**src/include/iscs_pkg.sv**
```systemverilog
// Package: register map, field layout, sequencer timing and state types of the sensor control block
package iscs_pkg;

  // ----------------------------------------------------------------
  // Register addresses (top four bits of each written word)
  // ----------------------------------------------------------------
  localparam logic [3:0] ADDR_AMP = 4'h0;
  localparam logic [3:0] ADDR_COARSE = 4'h1;
  localparam logic [3:0] ADDR_FINE = 4'h2;
  localparam logic [3:0] ADDR_CONV = 4'h3;
  localparam logic [3:0] ADDR_PIXCNT = 4'h4;
  localparam logic [3:0] ADDR_LINECNT = 4'h5;
  localparam logic [3:0] ADDR_INTTIME = 4'h6;
  localparam logic [3:0] ADDR_ROWPTR = 4'h7;
  localparam logic [3:0] ADDR_TIMING = 4'h8;

  // ----------------------------------------------------------------
  // Field positions
  // ----------------------------------------------------------------
  localparam int GAIN_LSB = 0;
  localparam int GAIN_MSB = 3;
  localparam int UNITY_BIT = 4;
  localparam int DUAL_BIT = 5;
  localparam int STANDBY_BIT = 6;
  localparam int DRIVE_BIT = 0;
  localparam int CURVE_BIT = 1;
  localparam int POLARITY_BIT = 2;
  localparam int SHUT_DIV_LSB = 0;
  localparam int SHUT_DIV_MSB = 1;
  localparam int ROW_DIV_LSB = 2;
  localparam int ROW_DIV_MSB = 3;
  localparam int WORD_ADDR_MSB = 15;
  localparam int WORD_ADDR_LSB = 12;

  // ----------------------------------------------------------------
  // Reset values: every configuration register clears to zero
  // ----------------------------------------------------------------
  localparam logic [6:0] AMP_RESET = 7'h00;
  localparam logic [6:0] OFFSET_RESET = 7'h00;
  localparam logic [2:0] CONV_RESET = 3'h0;
  localparam logic [11:0] COUNT_RESET = 12'h000;
  localparam logic [10:0] ROWPTR_RESET = 11'h000;
  localparam logic [3:0] TIMING_RESET = 4'h0;

  // ----------------------------------------------------------------
  // Sequencer timing: dividers in system-clock cycles, blanking and phase lengths in ticks, two-wire ack bit count
  // ----------------------------------------------------------------
  localparam logic [8:0] SHUT_BASE_DIV = 9'h020;
  localparam logic [10:0] ROW_BASE_DIV = 11'h004;
  localparam logic [10:0] ROW_BLANK_MULT = 11'h023;
  localparam logic [2:0] CORE_RESET_TICKS = 3'h4;
  localparam logic [2:0] CORE_READY_TICKS = 3'h2;
  localparam logic [3:0] TWI_ACK_BIT = 4'h8;

  // ----------------------------------------------------------------
  // State types
  // ----------------------------------------------------------------
  typedef enum logic [2:0] {
    SH_IDLE = 3'b000,
    SH_START = 3'b001,
    SH_RESET = 3'b010,
    SH_INTEG = 3'b011,
    SH_WAIT = 3'b100,
    SH_STOP = 3'b101,
    SH_READY = 3'b110
  } iscs_shut_type;

  typedef enum logic [1:0] {
    RW_IDLE = 2'b00,
    RW_HOLD = 2'b01,
    RW_BLANK = 2'b10,
    RW_PIXELS = 2'b11
  } iscs_row_type;

  typedef struct packed {
    // Configuration registers
    logic [6:0] amp;
    logic [6:0] coarse;
    logic [6:0] fine;
    logic [2:0] conv;
    logic [11:0] pixCount;
    logic [11:0] lineCount;
    logic [11:0] intTime;
    logic [10:0] readRow;
    logic [3:0] timing;
    // Applied amplifier outputs
    logic [3:0] gainOut;
    logic unityOut;
    logic dualOut;
    logic secondStandby;
    logic ampEnable;
    // Input history for edge detection
    logic parWrPrev;
    logic sClkPrev;
    logic sDataPrev;
    logic sEnNPrev;
    logic startPrev;
    logic stopPrev;
    logic frameStartPrev;
    logic lineClkPrev;
    // Three-wire and two-wire receivers
    logic [15:0] spiShift;
    logic [7:0] twiShift;
    logic [3:0] twiBit;
    logic [1:0] twiByte;
    logic [7:0] twiHigh;
    logic twiActive;
    logic twiAck;
    // Shutter sequencer
    iscs_shut_type shut;
    logic [8:0] shutDiv;
    logic [2:0] phaseCnt;
    logic [11:0] intCnt;
    logic timeOut;
    logic coreReset;
    logic coreReadable;
    // Row readout sequencer
    iscs_row_type row;
    logic [10:0] blankCnt;
    logic [11:0] pixCnt;
    logic [11:0] lineCnt;
    logic [10:0] rowPtr;
    logic pixelValid;
    logic lastLine;
    // Two-entry output buffer
    logic [9:0] buf0;
    logic [9:0] buf1;
    logic [1:0] bufCnt;
    logic outValid;
  } iscs_state_type;

endpackage

```
**src/logic/iscs_sequencer.sv**
```systemverilog
// Top module: configuration ports, output stage settings, shutter and row readout sequencers
`timescale 1ns/10ps
module iscs_sequencer (
  input wire logic clk,
  input wire logic reset,
  input wire logic interfaceSelect,
  input wire logic serialWidthStrap,
  input wire logic [15:0] parallelData,
  input wire logic parallelWrite,
  input wire logic serialClk,
  input wire logic serialDataIn,
  output logic serialDataOut,
  output logic serialDataOe,
  input wire logic serialEnableN,
  input wire logic shutterStart,
  input wire logic shutterStop,
  input wire logic frameStart,
  input wire logic lineClock,
  input wire logic [9:0] converterIn,
  output logic [9:0] converterData,
  output logic converterOutputDrive,
  output logic converterValid,
  input wire logic converterReady,
  output logic [3:0] gainSetting,
  output logic unityFeedback,
  output logic dualOutput,
  output logic secondPathStandby,
  output logic ampEnable,
  output logic [6:0] blackOffsetCoarse,
  output logic [6:0] blackOffsetFine,
  output logic timeOut,
  output logic coreReset,
  output logic coreReadable,
  output logic pixelValid,
  output logic lastLine,
  output logic [10:0] readRowPointer
);

  // ----------------------------------------------------------------
  // Helpers
  // ----------------------------------------------------------------

  // Shutter tick length: 32, 64, 128 or 256 system cycles
  function automatic logic [8:0] shutTicks(input logic [1:0] code);
    shutTicks = iscs_pkg::SHUT_BASE_DIV << code;
  endfunction

  // Row blanking length: 35 row ticks of 4, 8, 16 or 32 cycles
  function automatic logic [10:0] rowBlank(input logic [1:0] code);
    logic [10:0] tick;
    tick = iscs_pkg::ROW_BASE_DIV << code;
    rowBlank = 11'(iscs_pkg::ROW_BLANK_MULT * tick);
  endfunction

  // Piecewise compressive law: steep at the dark end, flat at the bright end
  function automatic logic [9:0] compress(input logic [9:0] x);
    if (x < 10'h100) begin
      compress = 10'(x << 1);
    end else if (x < 10'h200) begin
      compress = 10'(10'h200 + (x - 10'h100));
    end else begin
      compress = 10'(10'h300 + ((x - 10'h200) >> 1));
    end
  endfunction

  // ----------------------------------------------------------------
  // State
  // ----------------------------------------------------------------
  iscs_pkg::iscs_state_type s_reg;
  iscs_pkg::iscs_state_type s_next;

  // Next-state logic for the whole block
  always_comb begin
    logic wrStb;
    logic [15:0] wrWord;
    logic sclRise;
    logic sclFall;
    logic twiStart;
    logic twiStop;
    logic shutTick;
    logic push;
    logic pop;
    logic [9:0] pixWord;
    wrStb = 1'b0;
    wrWord = 16'h0000;
    s_next = s_reg;

    // Edge history of the strobes and serial pins
    s_next.parWrPrev = parallelWrite;
    s_next.sClkPrev = serialClk;
    s_next.sDataPrev = serialDataIn;
    s_next.sEnNPrev = serialEnableN;
    s_next.startPrev = shutterStart;
    s_next.stopPrev = shutterStop;
    s_next.frameStartPrev = frameStart;
    s_next.lineClkPrev = lineClock;
    sclRise = serialClk && !s_reg.sClkPrev;
    sclFall = !serialClk && s_reg.sClkPrev;
    twiStart = serialClk && s_reg.sClkPrev && s_reg.sDataPrev && !serialDataIn;
    twiStop = serialClk && s_reg.sClkPrev && !s_reg.sDataPrev && serialDataIn;

    // ----------------------------------------------------------------
    // Configuration ports, chosen by the straps
    // ----------------------------------------------------------------
    if (interfaceSelect) begin
      // Parallel: the word is taken in the cycle the strobe rises
      if (parallelWrite && !s_reg.parWrPrev) begin
        wrStb = 1'b1;
        wrWord = parallelData;
      end
    end else if (serialWidthStrap) begin
      // Three-wire: MSB first on clock rise, loaded when enable goes low
      if (sclRise) begin
        s_next.spiShift = {s_reg.spiShift[14:0], serialDataIn};
      end
      if (!serialEnableN && s_reg.sEnNPrev) begin
        wrStb = 1'b1;
        wrWord = s_reg.spiShift;
      end
    end else begin
      // Two-wire: first byte is addressing plus direction bit, which is
      // never looked at since this port only accepts writes
      if (twiStart) begin
        s_next.twiActive = 1'b1;
        s_next.twiBit = 4'h0;
        s_next.twiByte = 2'h0;
        s_next.twiAck = 1'b0;
      end else if (twiStop) begin
        s_next.twiActive = 1'b0;
        s_next.twiAck = 1'b0;
      end else if (s_reg.twiActive) begin
        if (sclRise && s_reg.twiBit < iscs_pkg::TWI_ACK_BIT) begin
          s_next.twiShift = {s_reg.twiShift[6:0], serialDataIn};
          s_next.twiBit = s_reg.twiBit + 4'h1;
        end
        if (sclFall && s_reg.twiAck) begin
          // Ninth clock done: release the line and commit the byte
          s_next.twiAck = 1'b0;
          s_next.twiBit = 4'h0;
          if (s_reg.twiByte == 2'h1) begin
            s_next.twiHigh = s_reg.twiShift;
            s_next.twiByte = 2'h2;
          end else if (s_reg.twiByte == 2'h2) begin
            wrStb = 1'b1;
            wrWord = {s_reg.twiHigh, s_reg.twiShift};
            s_next.twiByte = 2'h1;
          end else begin
            s_next.twiByte = 2'h1;
          end
        end else if (sclFall && s_reg.twiBit == iscs_pkg::TWI_ACK_BIT) begin
          s_next.twiAck = 1'b1;
        end
      end
    end
    if (!(!interfaceSelect && !serialWidthStrap)) begin
      s_next.twiActive = 1'b0;
      s_next.twiAck = 1'b0;
    end

    // ----------------------------------------------------------------
    // Register decode: one register per word
    // ----------------------------------------------------------------
    if (wrStb) begin
      if (wrWord[15:12] == iscs_pkg::ADDR_AMP) begin
        s_next.amp = wrWord[6:0];
      end else if (wrWord[15:12] == iscs_pkg::ADDR_COARSE) begin
        s_next.coarse = wrWord[6:0];
      end else if (wrWord[15:12] == iscs_pkg::ADDR_FINE) begin
        s_next.fine = wrWord[6:0];
      end else if (wrWord[15:12] == iscs_pkg::ADDR_CONV) begin
        s_next.conv = wrWord[2:0];
      end else if (wrWord[15:12] == iscs_pkg::ADDR_PIXCNT) begin
        s_next.pixCount = wrWord[11:0];
      end else if (wrWord[15:12] == iscs_pkg::ADDR_LINECNT) begin
        s_next.lineCount = wrWord[11:0];
      end else if (wrWord[15:12] == iscs_pkg::ADDR_INTTIME) begin
        s_next.intTime = wrWord[11:0];
      end else if (wrWord[15:12] == iscs_pkg::ADDR_ROWPTR) begin
        s_next.readRow = wrWord[10:0];
      end else if (wrWord[15:12] == iscs_pkg::ADDR_TIMING) begin
        s_next.timing = wrWord[3:0];
      end
    end

    // Output amplifier settings as applied to the analog stage
    s_next.unityOut = s_next.amp[iscs_pkg::UNITY_BIT];
    s_next.gainOut = s_next.unityOut ? 4'h0 : s_next.amp[iscs_pkg::GAIN_MSB:iscs_pkg::GAIN_LSB];
    s_next.ampEnable = s_next.amp[iscs_pkg::STANDBY_BIT];
    s_next.dualOut = s_next.amp[iscs_pkg::DUAL_BIT] && s_next.ampEnable;
    s_next.secondStandby = !s_next.dualOut;

    // ----------------------------------------------------------------
    // Shutter sequencer on the granulated tick
    // ----------------------------------------------------------------
    shutTick = (s_reg.shutDiv == shutTicks(s_reg.timing[iscs_pkg::SHUT_DIV_MSB:iscs_pkg::SHUT_DIV_LSB]) - 9'h001);
    s_next.shutDiv = shutTick ? 9'h000 : s_reg.shutDiv + 9'h001;
    if (shutTick) begin
      s_next.timeOut = 1'b0;
    end
    if (shutterStart) begin
      s_next.shut = iscs_pkg::SH_START;
      s_next.coreReset = 1'b0;
      s_next.coreReadable = 1'b0;
    end else if (shutterStop && s_reg.shut != iscs_pkg::SH_IDLE && s_reg.shut != iscs_pkg::SH_READY) begin
      s_next.shut = iscs_pkg::SH_STOP;
      s_next.coreReset = 1'b0;
    end else begin
      case (s_reg.shut)
        iscs_pkg::SH_START: begin
          // Restart the divider so the first tick follows the falling strobe
          s_next.shut = iscs_pkg::SH_RESET;
          s_next.shutDiv = 9'h000;
          s_next.phaseCnt = 3'h0;
          s_next.intCnt = 12'h000;
          s_next.coreReset = 1'b1;
        end
        iscs_pkg::SH_RESET: begin
          if (shutTick) begin
            s_next.intCnt = s_reg.intCnt + 12'h001;
            s_next.phaseCnt = s_reg.phaseCnt + 3'h1;
            if (s_reg.phaseCnt == iscs_pkg::CORE_RESET_TICKS - 3'h1) begin
              s_next.shut = iscs_pkg::SH_INTEG;
              s_next.coreReset = 1'b0;
            end
          end
        end
        iscs_pkg::SH_INTEG: begin
          if (shutTick) begin
            if (s_reg.intCnt == s_reg.intTime) begin
              s_next.timeOut = 1'b1;
              s_next.shut = iscs_pkg::SH_WAIT;
            end else begin
              s_next.intCnt = s_reg.intCnt + 12'h001;
            end
          end
        end
        iscs_pkg::SH_STOP: begin
          s_next.shut = iscs_pkg::SH_READY;
          s_next.shutDiv = 9'h000;
          s_next.phaseCnt = 3'h0;
        end
        iscs_pkg::SH_READY: begin
          if (shutTick) begin
            s_next.phaseCnt = s_reg.phaseCnt + 3'h1;
            if (s_reg.phaseCnt == iscs_pkg::CORE_READY_TICKS - 3'h1) begin
              s_next.shut = iscs_pkg::SH_IDLE;
              s_next.coreReadable = 1'b1;
            end
          end
        end
        default: begin
        end
      endcase
    end

    // ----------------------------------------------------------------
    // Row readout sequencer
    // ----------------------------------------------------------------
    pixWord = s_reg.conv[iscs_pkg::CURVE_BIT] ? converterIn : compress(converterIn);
    pixWord = s_reg.conv[iscs_pkg::POLARITY_BIT] ? pixWord : ~pixWord;
    pop = s_reg.outValid && converterReady;
    // A full buffer stalls the pixel counter instead of dropping words
    push = (s_reg.row == iscs_pkg::RW_PIXELS) && (s_reg.bufCnt != 2'h2);

    if (frameStart && !s_reg.frameStartPrev) begin
      s_next.rowPtr = s_reg.readRow;
      s_next.lineCnt = 12'h000;
      s_next.lastLine = 1'b0;
    end
    if (lineClock) begin
      // Held while the line clock is high, whatever phase it was in
      s_next.row = iscs_pkg::RW_HOLD;
      s_next.pixelValid = 1'b0;
      if (!s_reg.lineClkPrev) begin
        s_next.lineCnt = s_reg.lineCnt + 12'h001;
        s_next.rowPtr = s_reg.rowPtr + 11'h001;
      end
    end else begin
      case (s_reg.row)
        iscs_pkg::RW_HOLD: begin
          s_next.row = iscs_pkg::RW_BLANK;
          s_next.blankCnt = 11'h000;
          s_next.lastLine = (s_reg.lineCnt == s_reg.lineCount);
        end
        iscs_pkg::RW_BLANK: begin
          s_next.blankCnt = s_reg.blankCnt + 11'h001;
          if (s_reg.blankCnt == rowBlank(s_reg.timing[iscs_pkg::ROW_DIV_MSB:iscs_pkg::ROW_DIV_LSB]) - 11'h001) begin
            s_next.row = iscs_pkg::RW_PIXELS;
            s_next.pixelValid = 1'b1;
            s_next.pixCnt = 12'h000;
          end
        end
        iscs_pkg::RW_PIXELS: begin
          if (push) begin
            s_next.pixCnt = s_reg.pixCnt + 12'h001;
            if (s_reg.pixCnt == s_reg.pixCount) begin
              s_next.pixelValid = 1'b0;
              s_next.row = iscs_pkg::RW_IDLE;
            end
          end
        end
        default: begin
        end
      endcase
    end

    // Two-entry buffer between converter and data pins
    case ({push, pop})
      2'b10: begin
        if (s_reg.bufCnt == 2'h0) begin
          s_next.buf0 = pixWord;
        end else begin
          s_next.buf1 = pixWord;
        end
        s_next.bufCnt = s_reg.bufCnt + 2'h1;
      end
      2'b01: begin
        s_next.buf0 = s_reg.buf1;
        s_next.bufCnt = s_reg.bufCnt - 2'h1;
      end
      2'b11: begin
        if (s_reg.bufCnt == 2'h1) begin
          s_next.buf0 = pixWord;
        end else begin
          s_next.buf0 = s_reg.buf1;
          s_next.buf1 = pixWord;
        end
      end
      default: begin
      end
    endcase
    s_next.outValid = (s_next.bufCnt != 2'h0);
  end

  // State register; reset clears every configuration field to zero
  always_ff @(posedge clk) begin
    if (reset) begin
      s_reg <= '0;
    end else begin
      s_reg <= s_next;
    end
  end

  // ----------------------------------------------------------------
  // Outputs, each straight from the state register except serial data out, tied low
  // ----------------------------------------------------------------
  assign serialDataOut = 1'b0;
  assign serialDataOe = s_reg.twiAck;
  assign converterData = s_reg.buf0;
  assign converterOutputDrive = s_reg.conv[iscs_pkg::DRIVE_BIT];
  assign converterValid = s_reg.outValid;
  assign gainSetting = s_reg.gainOut;
  assign unityFeedback = s_reg.unityOut;
  assign dualOutput = s_reg.dualOut;
  assign secondPathStandby = s_reg.secondStandby;
  assign ampEnable = s_reg.ampEnable;
  // Fine code is passed through; its mid-scale point is software's to set
  assign blackOffsetCoarse = s_reg.coarse;
  assign blackOffsetFine = s_reg.fine;
  assign timeOut = s_reg.timeOut;
  assign coreReset = s_reg.coreReset;
  assign coreReadable = s_reg.coreReadable;
  assign pixelValid = s_reg.pixelValid;
  assign lastLine = s_reg.lastLine;
  assign readRowPointer = s_reg.rowPtr;

endmodule

```
**config.mk**
```make
export PLATFORM = sky130hd
export DESIGN_NAME = iscs_sequencer
export DESIGN_NICKNAME = d
export VERILOG_FILES = /design/src/include/iscs_pkg.sv /design/src/logic/iscs_sequencer.sv
export SDC_FILE = /design/constraint.sdc
export NUM_CORES = 1
export LEC_CHECK = 0
export BUFFER_PORTS_ARGS = -buffer_cell sky130_fd_sc_hd__buf_4
export CAP_MARGIN = 20
export CORE_UTILIZATION = 44
export DETAILED_ROUTE_END_ITERATION = 8
export SETUP_SLACK_MARGIN = 0.05
export SLEW_MARGIN = 0
export SYNTH_ARGS = -nofsm -noshare
export SYNTH_HDL_FRONTEND = slang
export SYNTH_SLANG_ARGS = --single-unit
```
**constraint.sdc**
```tcl
create_clock -name clk -period 2.93 [get_ports clk]
set_input_delay 0.293 -clock clk [delete_from_list [all_inputs] [get_ports clk]]
set_output_delay 0.293 -clock clk [all_outputs]
set_load 0.05 [all_outputs]
```
==> results of run 1 <==
==> kinds of logic (layout without fill, tap and decap cells) <==
group,count (synthesis),in the layout
AOI/OAI and AO/OA,299,299
xor gates and xnor gates,75,75
adders and majority gates,22,22
buffers and inverters,148,200
DFF,230,230
muxes,39,39
other,1,1
and+or+nand+nor,476,476
==> per-stage QoR <==
| step | instances | hold slack [ps] | power [W] | setup WS [ps] | utilization (%) |
|---|---|---|---|---|---|
| floorplan | 1290 | 372.3 | 0.003677 | 663.5 | - |
| global placement | 1612 | 442.9 | 0.003832 | 359.5 | 47.99 |
| detailed placement | 1612 | 450.3 | 0.003835 | 320.9 | 47.99 |
| CTS | 1666 | 12.84 | 0.007143 | 291.5 | 51.73 |
| global route | 1666 | 61.68 | 0.007343 | 85.11 | 51.73 |
| finish | 1666 | 27.43 | 0.007053 | 307.2 | 51.73 |
==> layout make-up <==
| class | count | area share (%) |
|---|---|---|
| Clock inverter | 14 | 1.015 |
| Clock buffer | 36 | 5.906 |
| Inverter | 30 | 0.8873 |
| Tap cell | 324 | 3.194 |
| Multi-Input combinational cell | 912 | 45.44 |
| Sequential cell | 230 | 36.28 |
| Timing Repair Buffer | 120 | 7.276 |
==> layer usage <==
metal  GRT usage [%]  vias to the layer above
met1           29.14                     4168
met5               0                        -
li1                -                     4610
met4           4.503                        0
met3           3.461                       27
met2           32.68                      158
==> Yosys cell counts (6+ instances only) <==
master and number:
and4_1 7, nor3_2 8, a31oi_1 13, a211oi_1 52, o2bb2ai_1 9, or3_1 14, a21o_1 8, o21ai_1 27
nand2b_1 39, o21ai_0 44, nand2_1 98, a222oi_1 12, nand3b_1 6, buf_1 6, xnor2_1 44, nand3_1 25
dfxtp_1 230, nand4_1 17, nor2_1 165, nor3b_1 6, a22oi_1 14, nor2b_1 11, ha_1 22, xor2_1 31
inv_1 30, o31ai_1 8, and3_1 18, buf_4 40, nor3_1 20, or4_1 8, mux2i_1 39, a21oi_1 65
buf_2 16, clkbuf_1 55, a221oi_1 11
==> how the worst max path moves through the flow <==
stage               slack [ps]  cells after the start          from          to
finish                     310                      8     s_reg[91]   s_reg[85]
global placement           360                      8     s_reg[91]   s_reg[83]
CTS                        290                      8     s_reg[91]   s_reg[83]
detailed placement         320                      8     s_reg[91]   s_reg[83]
global route                90                      8     s_reg[91]   s_reg[85]
floorplan                  660                      7  serialDataOe  s_reg[192]
==> worst register-to-register path: stages (launching register included) <==
cell and delay, ps:
dfxtp_1 360, ha_1 210, and4_1 250, nor3b_2 330, nand2_4 110, o32a_1 550
buf_4 250, or3_1 340, a21oi_1 130
==> repair_timing <==
item	CTS	global route
hold buffers	4	0
hold endpoints to repair	5	0
resized for setup	0	0
endpoints found under the setup margin	0	0
==> power groups by stage <==
stage,clock network [W],logic [W],registers (W)
after floorplan,0,0.000393,0.00328
after global placement,0,0.000539,0.00329
after detailed placement,0,0.000541,0.00329
after CTS,0.00337,0.000547,0.00323
after global routing,0.00351,0.000599,0.00323
final,0.00328,0.000545,0.00323
==> flow_summary.toml, run 1 <==
[floorplan]
die_area_sq_um = 25880
fp.coreArea_sq_um = 24530
row_count = 57
start_util_pct = 45.26
dieHeight_um = 160.9
pin_count = 91
die_x_um = 160.9

[synth]
synth_area_sq_um = 11100
muxShareOfSynthArea_pct = 3.515
syn_inst = 1290
synth_top_family_by_area = "simple AND/OR/NAND/NOR gates"
synthAdderAreaFrac_pct = 2.479
synth_compound_area_share_pct = 18.12
synthFlopType = "dfxtp_1"
synth.distinct_cells = 79
synth_xor_xnor_area_share_pct = 5.915
synth_nets = 1351
ys_seq_area_share_pct = 41.46
synth_area_leaders = "dfxtp_1 (41%), nor2_1 (5.6%), mux2i_1 (3.5%), a211oi_1 (3.5%), xnor2_1 (3.5%)"
synth_edf_count = 0
synth_warnings = 0
synth-seq-cells = 230
synth.avg_cell_area_sq_um = 8.608
async_reset_ff_share_pct = 0
yosysTopAreaCell = "dfxtp_1"
yosys.area_share.simple_pct = 21.87
synth_top_area_share_pct = 41.46

[drt]
wl_met2_um = 11800
wl_um = 26290
met3_length_um = 1133
avgRoutedWirePerCell_um = 15.78
vias_per_cell = 5.380
drtAntennaViolNets = 0
vias = 8963
drcViolationCount = 0
drt_iter0_markers = 570
drt-met1-wl_um = 12930
drt-pass1-iter-count = 7
dr.max_layer_used = "met4"

[cts]
cts_tree = "yes"
cts.sinks = 230
numCtsBuffers = 27
path_clk_slew_ps = 60
clock_latency_ps = 530
clock_path_buffers = 3
cts_root_buffer = "clkbuf_16"
htree_levels = 1
cts_setup_buffers = 0

[power]
seqPwrFrac_pct = 45.7
pwr-share-comb_pct = 7.7
p_switching_w = 0.001705
peakVddDrop_v = 0.0003780
clkPwrFrac_pct = 46.5
p_leak_nw = 4.814
p_sw_share_pct = 24.18
cellPowerDensity_nw_per_um2 = 555.8
power.internal_w = 0.005348

[worst_setup_path]
crit_buf_inv = 1
start_kind = "flop"
required_ps = 3370
crit_chain = "ha_1 -> and4_1 -> nor3b_2 -> nand2_4 -> o32a_1 -> buf_4 -> or3_1 -> a21oi_1"
worst_ep_arrival_time_ps = 3060
end_kind = "flop"
r2r-start = "s_reg[91]"
worst_path_largest_cell_delay_ps = 550
worst_r2r_path_depth = 8
critPathMaxFanout = 16
reg2reg_to = "s_reg[85]"
path_delay_family = "simple AND/OR/NAND/NOR gates"
reg2reg_slack_ps = 310
crit_type = "reg -> reg"
crit_path_top_delay_cell = "o32a_1"

[min_path]
holdPathStages = 2
min_path_type = "in -> reg"
holdPathEnd = "s_reg[148]"
hp-start = "serialDataIn"

[timing]
slew_violations = 0
fin_crit_ps = 2623
tightest_slew_ps = 859.9
fin_crit_sh_pct = 89.52
hold_viol = 0
fmax_ghz = 0.3813
relSlewSlack_pct = 42.55
fin_worst_skew_ps = 23.01
setup_violations = 0
rsz0062_at_grt = "no"
fin_setup_tns_ps = 0

[cells_and_area]
multiInputGateArea_sq_um = 5767
regArea_sq_um = 4604
final_net_count = 1382
drive_gt1_share_pct = 13.86
n_fill_cell = 2384
largest_reg_flops = 181
mostFrequentLayoutCell = "dfxtp_1"
finish.instance_area_sq_um = 12690
antennaDiodeCount = 0
syn_to_final_growth_pct = 14.29
layout_common_cells = "dfxtp_1 (230), nor2_1 (165), buf_4 (115)"

[grt]
grt_pass1_vias = 8357
overflow = 0
grt_max_degree = 60
grt_pass1_wl_um = 44050
grt_use_total_pct = 20.59
antenna_found_initial = 0

[placement]
place_area_sq_um = 11770
dp_hpwl_um = 18130
place_congestion = 0.8481
port-buffer-count = 89

[flow_run]
cap_violations = 0

[outcome]
status = "finished, final reports clean"
No activity file was read; power rests on OpenSTA's default activity.
==> run 2, diff against run 1 <==
--- a/config.mk
+++ b/config.mk
@@ -6,9 +6,9 @@
 export NUM_CORES = 1
 export LEC_CHECK = 0
 export BUFFER_PORTS_ARGS = -buffer_cell sky130_fd_sc_hd__buf_4
-export CAP_MARGIN = 20
 export CORE_UTILIZATION = 44
 export DETAILED_ROUTE_END_ITERATION = 8
+export MAX_ROUTING_LAYER = met4
 export SETUP_SLACK_MARGIN = 0.05
 export SLEW_MARGIN = 0
 export SYNTH_ARGS = -nofsm -noshare
==> flow_summary.toml, run 2 (same netlist as run 1, synthesis figures left out) <==
[outcome]
status = "finished, final reports clean"

[power]
p_leak_nw = 4.814
peakVddDrop_v = 0.0003787
clkPwrFrac_pct = 46.5
p_switching_w = 0.001702
pwr-share-comb_pct = 7.7
cellPowerDensity_nw_per_um2 = 555.5
seqPwrFrac_pct = 45.8
power.internal_w = 0.005348
p_sw_share_pct = 24.15

[min_path]
min_path_type = "in -> reg"

[placement]
port-buffer-count = 89
dp_hpwl_um = 18130
post-place-ws_ps = 320.9
place_congestion = 0.8615

[timing]
fin_crit_ps = 2624
setup_violations = 0
relSlewSlack_pct = 42.64
fin_worst_skew_ps = 21.69
hold_viol = 0
setup_ws_ps = 305.8
slew_violations = 0
tightest_slew_ps = 858.6
fmax_ghz = 0.3811
fin_crit_sh_pct = 89.56
fin_setup_tns_ps = 0
rsz0062_at_grt = "no"

[cts]
cts_setup_buffers = 0
clock_path_buffers = 3
clock_latency_ps = 530
cts_tree = "yes"
htree_levels = 1
post_cts_resized = 0
numCtsBuffers = 27
cts.sinks = 230
cts_root_buffer = "clkbuf_16"
cts_hold_buf = 4
path_clk_slew_ps = 60

[floorplan]
fp.coreArea_sq_um = 24530
dieHeight_um = 160.9
die_area_sq_um = 25880
die_x_um = 160.9
start_util_pct = 45.26
row_count = 57
pin_count = 91

[drt]
wl_um = 26340
vias_per_cell = 5.405
vias = 9004
drt_iter0_markers = 545
drt-pass1-iter-count = 5
drtAntennaViolNets = 0
avgRoutedWirePerCell_um = 15.81
drcViolationCount = 0

[flow_run]
cap_violations = 0

[cells_and_area]
largest_reg_flops = 181
mostFrequentLayoutCell = "dfxtp_1"
syn_to_final_growth_pct = 14.29
antennaDiodeCount = 0
layout_common_cells = "dfxtp_1 (230), nor2_1 (165), buf_4 (115)"
final_net_count = 1382
drive_gt1_share_pct = 13.86
n_fill_cell = 2384

[worst_setup_path]
end_kind = "flop"
required_ps = 3370
critPathMaxFanout = 16
crit_type = "reg -> reg"
start_kind = "flop"
worst_ep_arrival_time_ps = 3060

[grt]
grt_pass1_vias = 8354
grt_pass1_wl_um = 44040
antenna_found_initial = 0
overflow = 0
grt_max_degree = 60
grt_use_total_pct = 21.21
-- run 2: cell counts in the layout (fill, tap and decap cells not counted) --
No cell type changed its count.
-- run 2: layout make-up --
class / instances / area [sq um] / area share, %
Inverter: 30 / 112.6 / 0.8873
Clock buffer: 36 / 749.5 / 5.906
Tap cell: 324 / 405.4 / 3.194
Sequential cell: 230 / 4604 / 36.28
Clock inverter: 14 / 128.9 / 1.015
Timing Repair Buffer: 120 / 923.4 / 7.276
Multi-Input combinational cell: 912 / 5767 / 45.44
-- run 2: final timing paths --
check	slack [ps]	from	end	depth (start not counted)
worst max-delay path	310	s_reg[91]	s_reg[85]	8
worst min-delay path	30	serialDataIn	s_reg[148]	2
worst max register to register	310	s_reg[91]	s_reg[85]	8
worst min register to register	460	s_reg[142]	s_reg[142]	2
-- run 2: layer usage --
metal / vias to the layer above / wire (um) / global-route usage [%]
met4: 0 / 436 / 4.503
li1: 4613 / - / -
met5: - / 0 / -
met1: 4219 / 12890 / 29.12
met3: 30 / 1136 / 3.461
met2: 142 / 11870 / 32.68
-- run 2: per-stage QoR --
step / instances / utilization [%] / hold slack [ps] / instance area, sq um / power, W
floorplan: 1290 / - / 372.3 / 11100 / 0.003677
global placement: 1612 / 47.99 / 442.9 / 11770 / 0.003832
detailed placement: 1612 / 47.99 / 450.3 / 11770 / 0.003835
CTS: 1666 / 51.73 / 12.84 / 12690 / 0.007143
global route: 1666 / 51.73 / 61.76 / 12690 / 0.007340
finish: 1666 / 51.73 / 32.41 / 12690 / 0.007050
-- run 2: critical path, cell delays in order, from the launching register on --
cell and delay, ps:
dfxtp_1 360, ha_1 210, and4_1 250, nor3b_2 330
nand2_4 110, o32a_1 550, buf_4 250, or3_1 340
a21oi_1 130
-- run 2: power by group through the flow --
stage               Sequential (W)  Combinational [W]  Clock, W
global placement           0.00329           0.000539         0
floorplan                  0.00328           0.000393         0
finish                     0.00323           0.000545   0.00328
CTS                        0.00323           0.000547   0.00337
detailed placement         0.00329           0.000541         0
global route               0.00323           0.000599   0.00351
==> run 3, diff against run 2 <==
--- a/config.mk
+++ b/config.mk
@@ -5,6 +5,7 @@
 export SDC_FILE = /design/constraint.sdc
 export NUM_CORES = 1
 export LEC_CHECK = 0
+export ABC_AREA = 1
 export BUFFER_PORTS_ARGS = -buffer_cell sky130_fd_sc_hd__buf_4
 export CORE_UTILIZATION = 44
 export DETAILED_ROUTE_END_ITERATION = 8
==> flow_summary.toml, run 3 <==
[synth]
synthFlopType = "dfxtp_1"
synth_area_sq_um = 12110
netlist_top_cells_count = "nand2_1 (375), nor2_1 (251), dfxtp_1 (230)"
synth_nets = 1853
synth_warnings = 0
async_reset_ff_share_pct = 0
synth.distinct_cells = 53
synthAdderAreaFrac_pct = 2.273
synth_xor_xnor_area_share_pct = 3.400
synth_top_family_by_area = "simple AND/OR/NAND/NOR gates"
synth_top_area_share_pct = 38.03
yosysMostFrequentCell = "nand2_1"
yosys.area_share.simple_pct = 29.73
muxShareOfSynthArea_pct = 0
synth_area_leaders = "dfxtp_1 (38%), nand2_1 (12%), nor2_1 (7.8%), inv_1 (6.3%), o21ai_0 (6.2%)"
syn_inst = 1792
yosysTopAreaCell = "dfxtp_1"
synth.avg_cell_area_sq_um = 6.757
synth_compound_area_share_pct = 15.36
synth_edf_count = 0
ys_seq_area_share_pct = 38.03
synth-seq-cells = 230

[cts]
cts_hold_buf = 3
cts_tree = "yes"
clock_latency_ps = 540
cts_setup_buffers = 0
clock_path_buffers = 3
post_cts_resized = 0
cts_root_buffer = "clkbuf_16"
htree_levels = 1
numCtsBuffers = 27
cts.sinks = 230
path_clk_slew_ps = 60

[grt]
grt_use_total_pct = 23.18
antenna_found_initial = 0
grt_pass1_wl_um = 52470
grt_pass1_vias = 10503
overflow = 0
grt_max_degree = 62

[worst_setup_path]
worst_ep_arrival_time_ps = 2800
crit_start = "s_reg[71]"
crit_type = "reg -> reg"
critPathMaxFanout = 10
start_kind = "flop"
end_kind = "flop"
cp-endpoint = "converterData[1]"
reg2reg_to = "converterData[1]"
reg2reg_slack_ps = 590
r2r-start = "s_reg[71]"
required_ps = 3390
worst_r2r_path_depth = 8

[floorplan]
pin_count = 91
die_x_um = 167.9
die_area_sq_um = 28190
row_count = 60
dieHeight_um = 167.9
fp.coreArea_sq_um = 26950
start_util_pct = 44.93

[timing]
slew_violations = 0
relSlewSlack_pct = 45.28
fin_worst_skew_ps = 14.52
fin_setup_tns_ps = 0
rsz0062_at_grt = "no"
setup_ws_ps = 593.1
tightest_slew_ps = 816.9
fmax_ghz = 0.4279
whs_ps = 11.64
fin_crit_ps = 2337
hold_viol = 0
setup_violations = 0
fin_crit_sh_pct = 79.76

[cells_and_area]
antennaDiodeCount = 0
largest_reg_flops = 181
mostFrequentLayoutCell = "nand2_1"
n_fill_cell = 2772
drive_gt1_share_pct = 10.80
layout_common_cells = "nand2_1 (375), nor2_1 (251), dfxtp_1 (230)"
syn_to_final_growth_pct = 13.25
final_net_count = 1902

[drt]
drcViolationCount = 0
drtAntennaViolNets = 0
drt_iter0_markers = 684
avgRoutedWirePerCell_um = 14.43
drt-pass1-iter-count = 6
vias_per_cell = 5.131
wl_um = 31770
vias = 11298

[min_path]
min_path_type = "in -> reg"
hp-start = "serialClk"

[power]
cellPowerDensity_nw_per_um2 = 553.4
peakVddDrop_v = 0.0004119
p_leak_nw = 5.853

[placement]
post-place-ws_ps = 644.4
dp_hpwl_um = 23140
place_congestion = 0.9274
port-buffer-count = 89

[flow_run]
cap_violations = 0

[outcome]
status = "finished, final reports clean"
## run 3: how the worst min path moves through the flow
stage / end / slack [ps] / depth (start not counted)
6_report: s_reg[149] / 10 / 3
5_1_grt: s_reg[149] / 40 / 3
4_1_cts: s_reg[149] / 0.2 / 3
3_5_place_dp: s_reg[91] / 440 / 1
3_3_place_gp: s_reg[91] / 430 / 1
2_1_floorplan: s_reg[91] / 420 / 1
## run 3: worst max-delay path, cell delays in order, from the launching register on
cell and delay, ps:
dfxtp_1 410, ha_1 300, inv_1 130, nor2_1 220
ha_1 230, inv_1 50, o21ai_1 590, nand3_1 150
a31oi_1 200
## run 3: final cells by class
cell class | instances | area, sq um | share of cell area (%)
tap | 341 | 426.7 | 3.112
inverter | 217 | 815.8 | 5.949
sequential | 230 | 4604 | 33.58
clock buffer | 39 | 750.7 | 5.475
timing repair buffer | 115 | 883.3 | 6.442
clock inverter | 10 | 81.33 | 0.5931
multi-input combinational | 1250 | 6150 | 44.85
## run 3: cell families after synthesis
group | after synthesis
adders and majority gates | 22
AOI/OAI and AO/OA | 341
buffers and inverters | 312
and+or+nand+nor | 839
other | 1
DFF | 230
xor gates and xnor gates | 47
## run 3: where the power goes
group / switching [W] / total (W) / internal [W]
clock: 0.00132 / 0.00319 / 0.00186
sequential: 0.0000961 / 0.00335 / 0.00325
combinational: 0.000709 / 0.00106 / 0.000348
## run 3: metal layers
metal  routed length (um)  global-route usage, %
met1                16150                  32.42
met2                13730                  35.43
met3                 1238                  2.562
met4                  643                  6.143
met5                    0                      -
## run 3: per-stage QoR
stage | total power (W) | instances | util (%) | area [sq um]
after floorplan | 0.004184 | 1792 | - | 12110
after global placement | 0.004455 | 2150 | 47.68 | 12850
after CTS | 0.007667 | 2202 | 50.88 | 13710
after detailed placement | 0.004464 | 2150 | 47.68 | 12850
final | 0.007589 | 2202 | 50.88 | 13710
after global routing | 0.007946 | 2202 | 50.88 | 13710
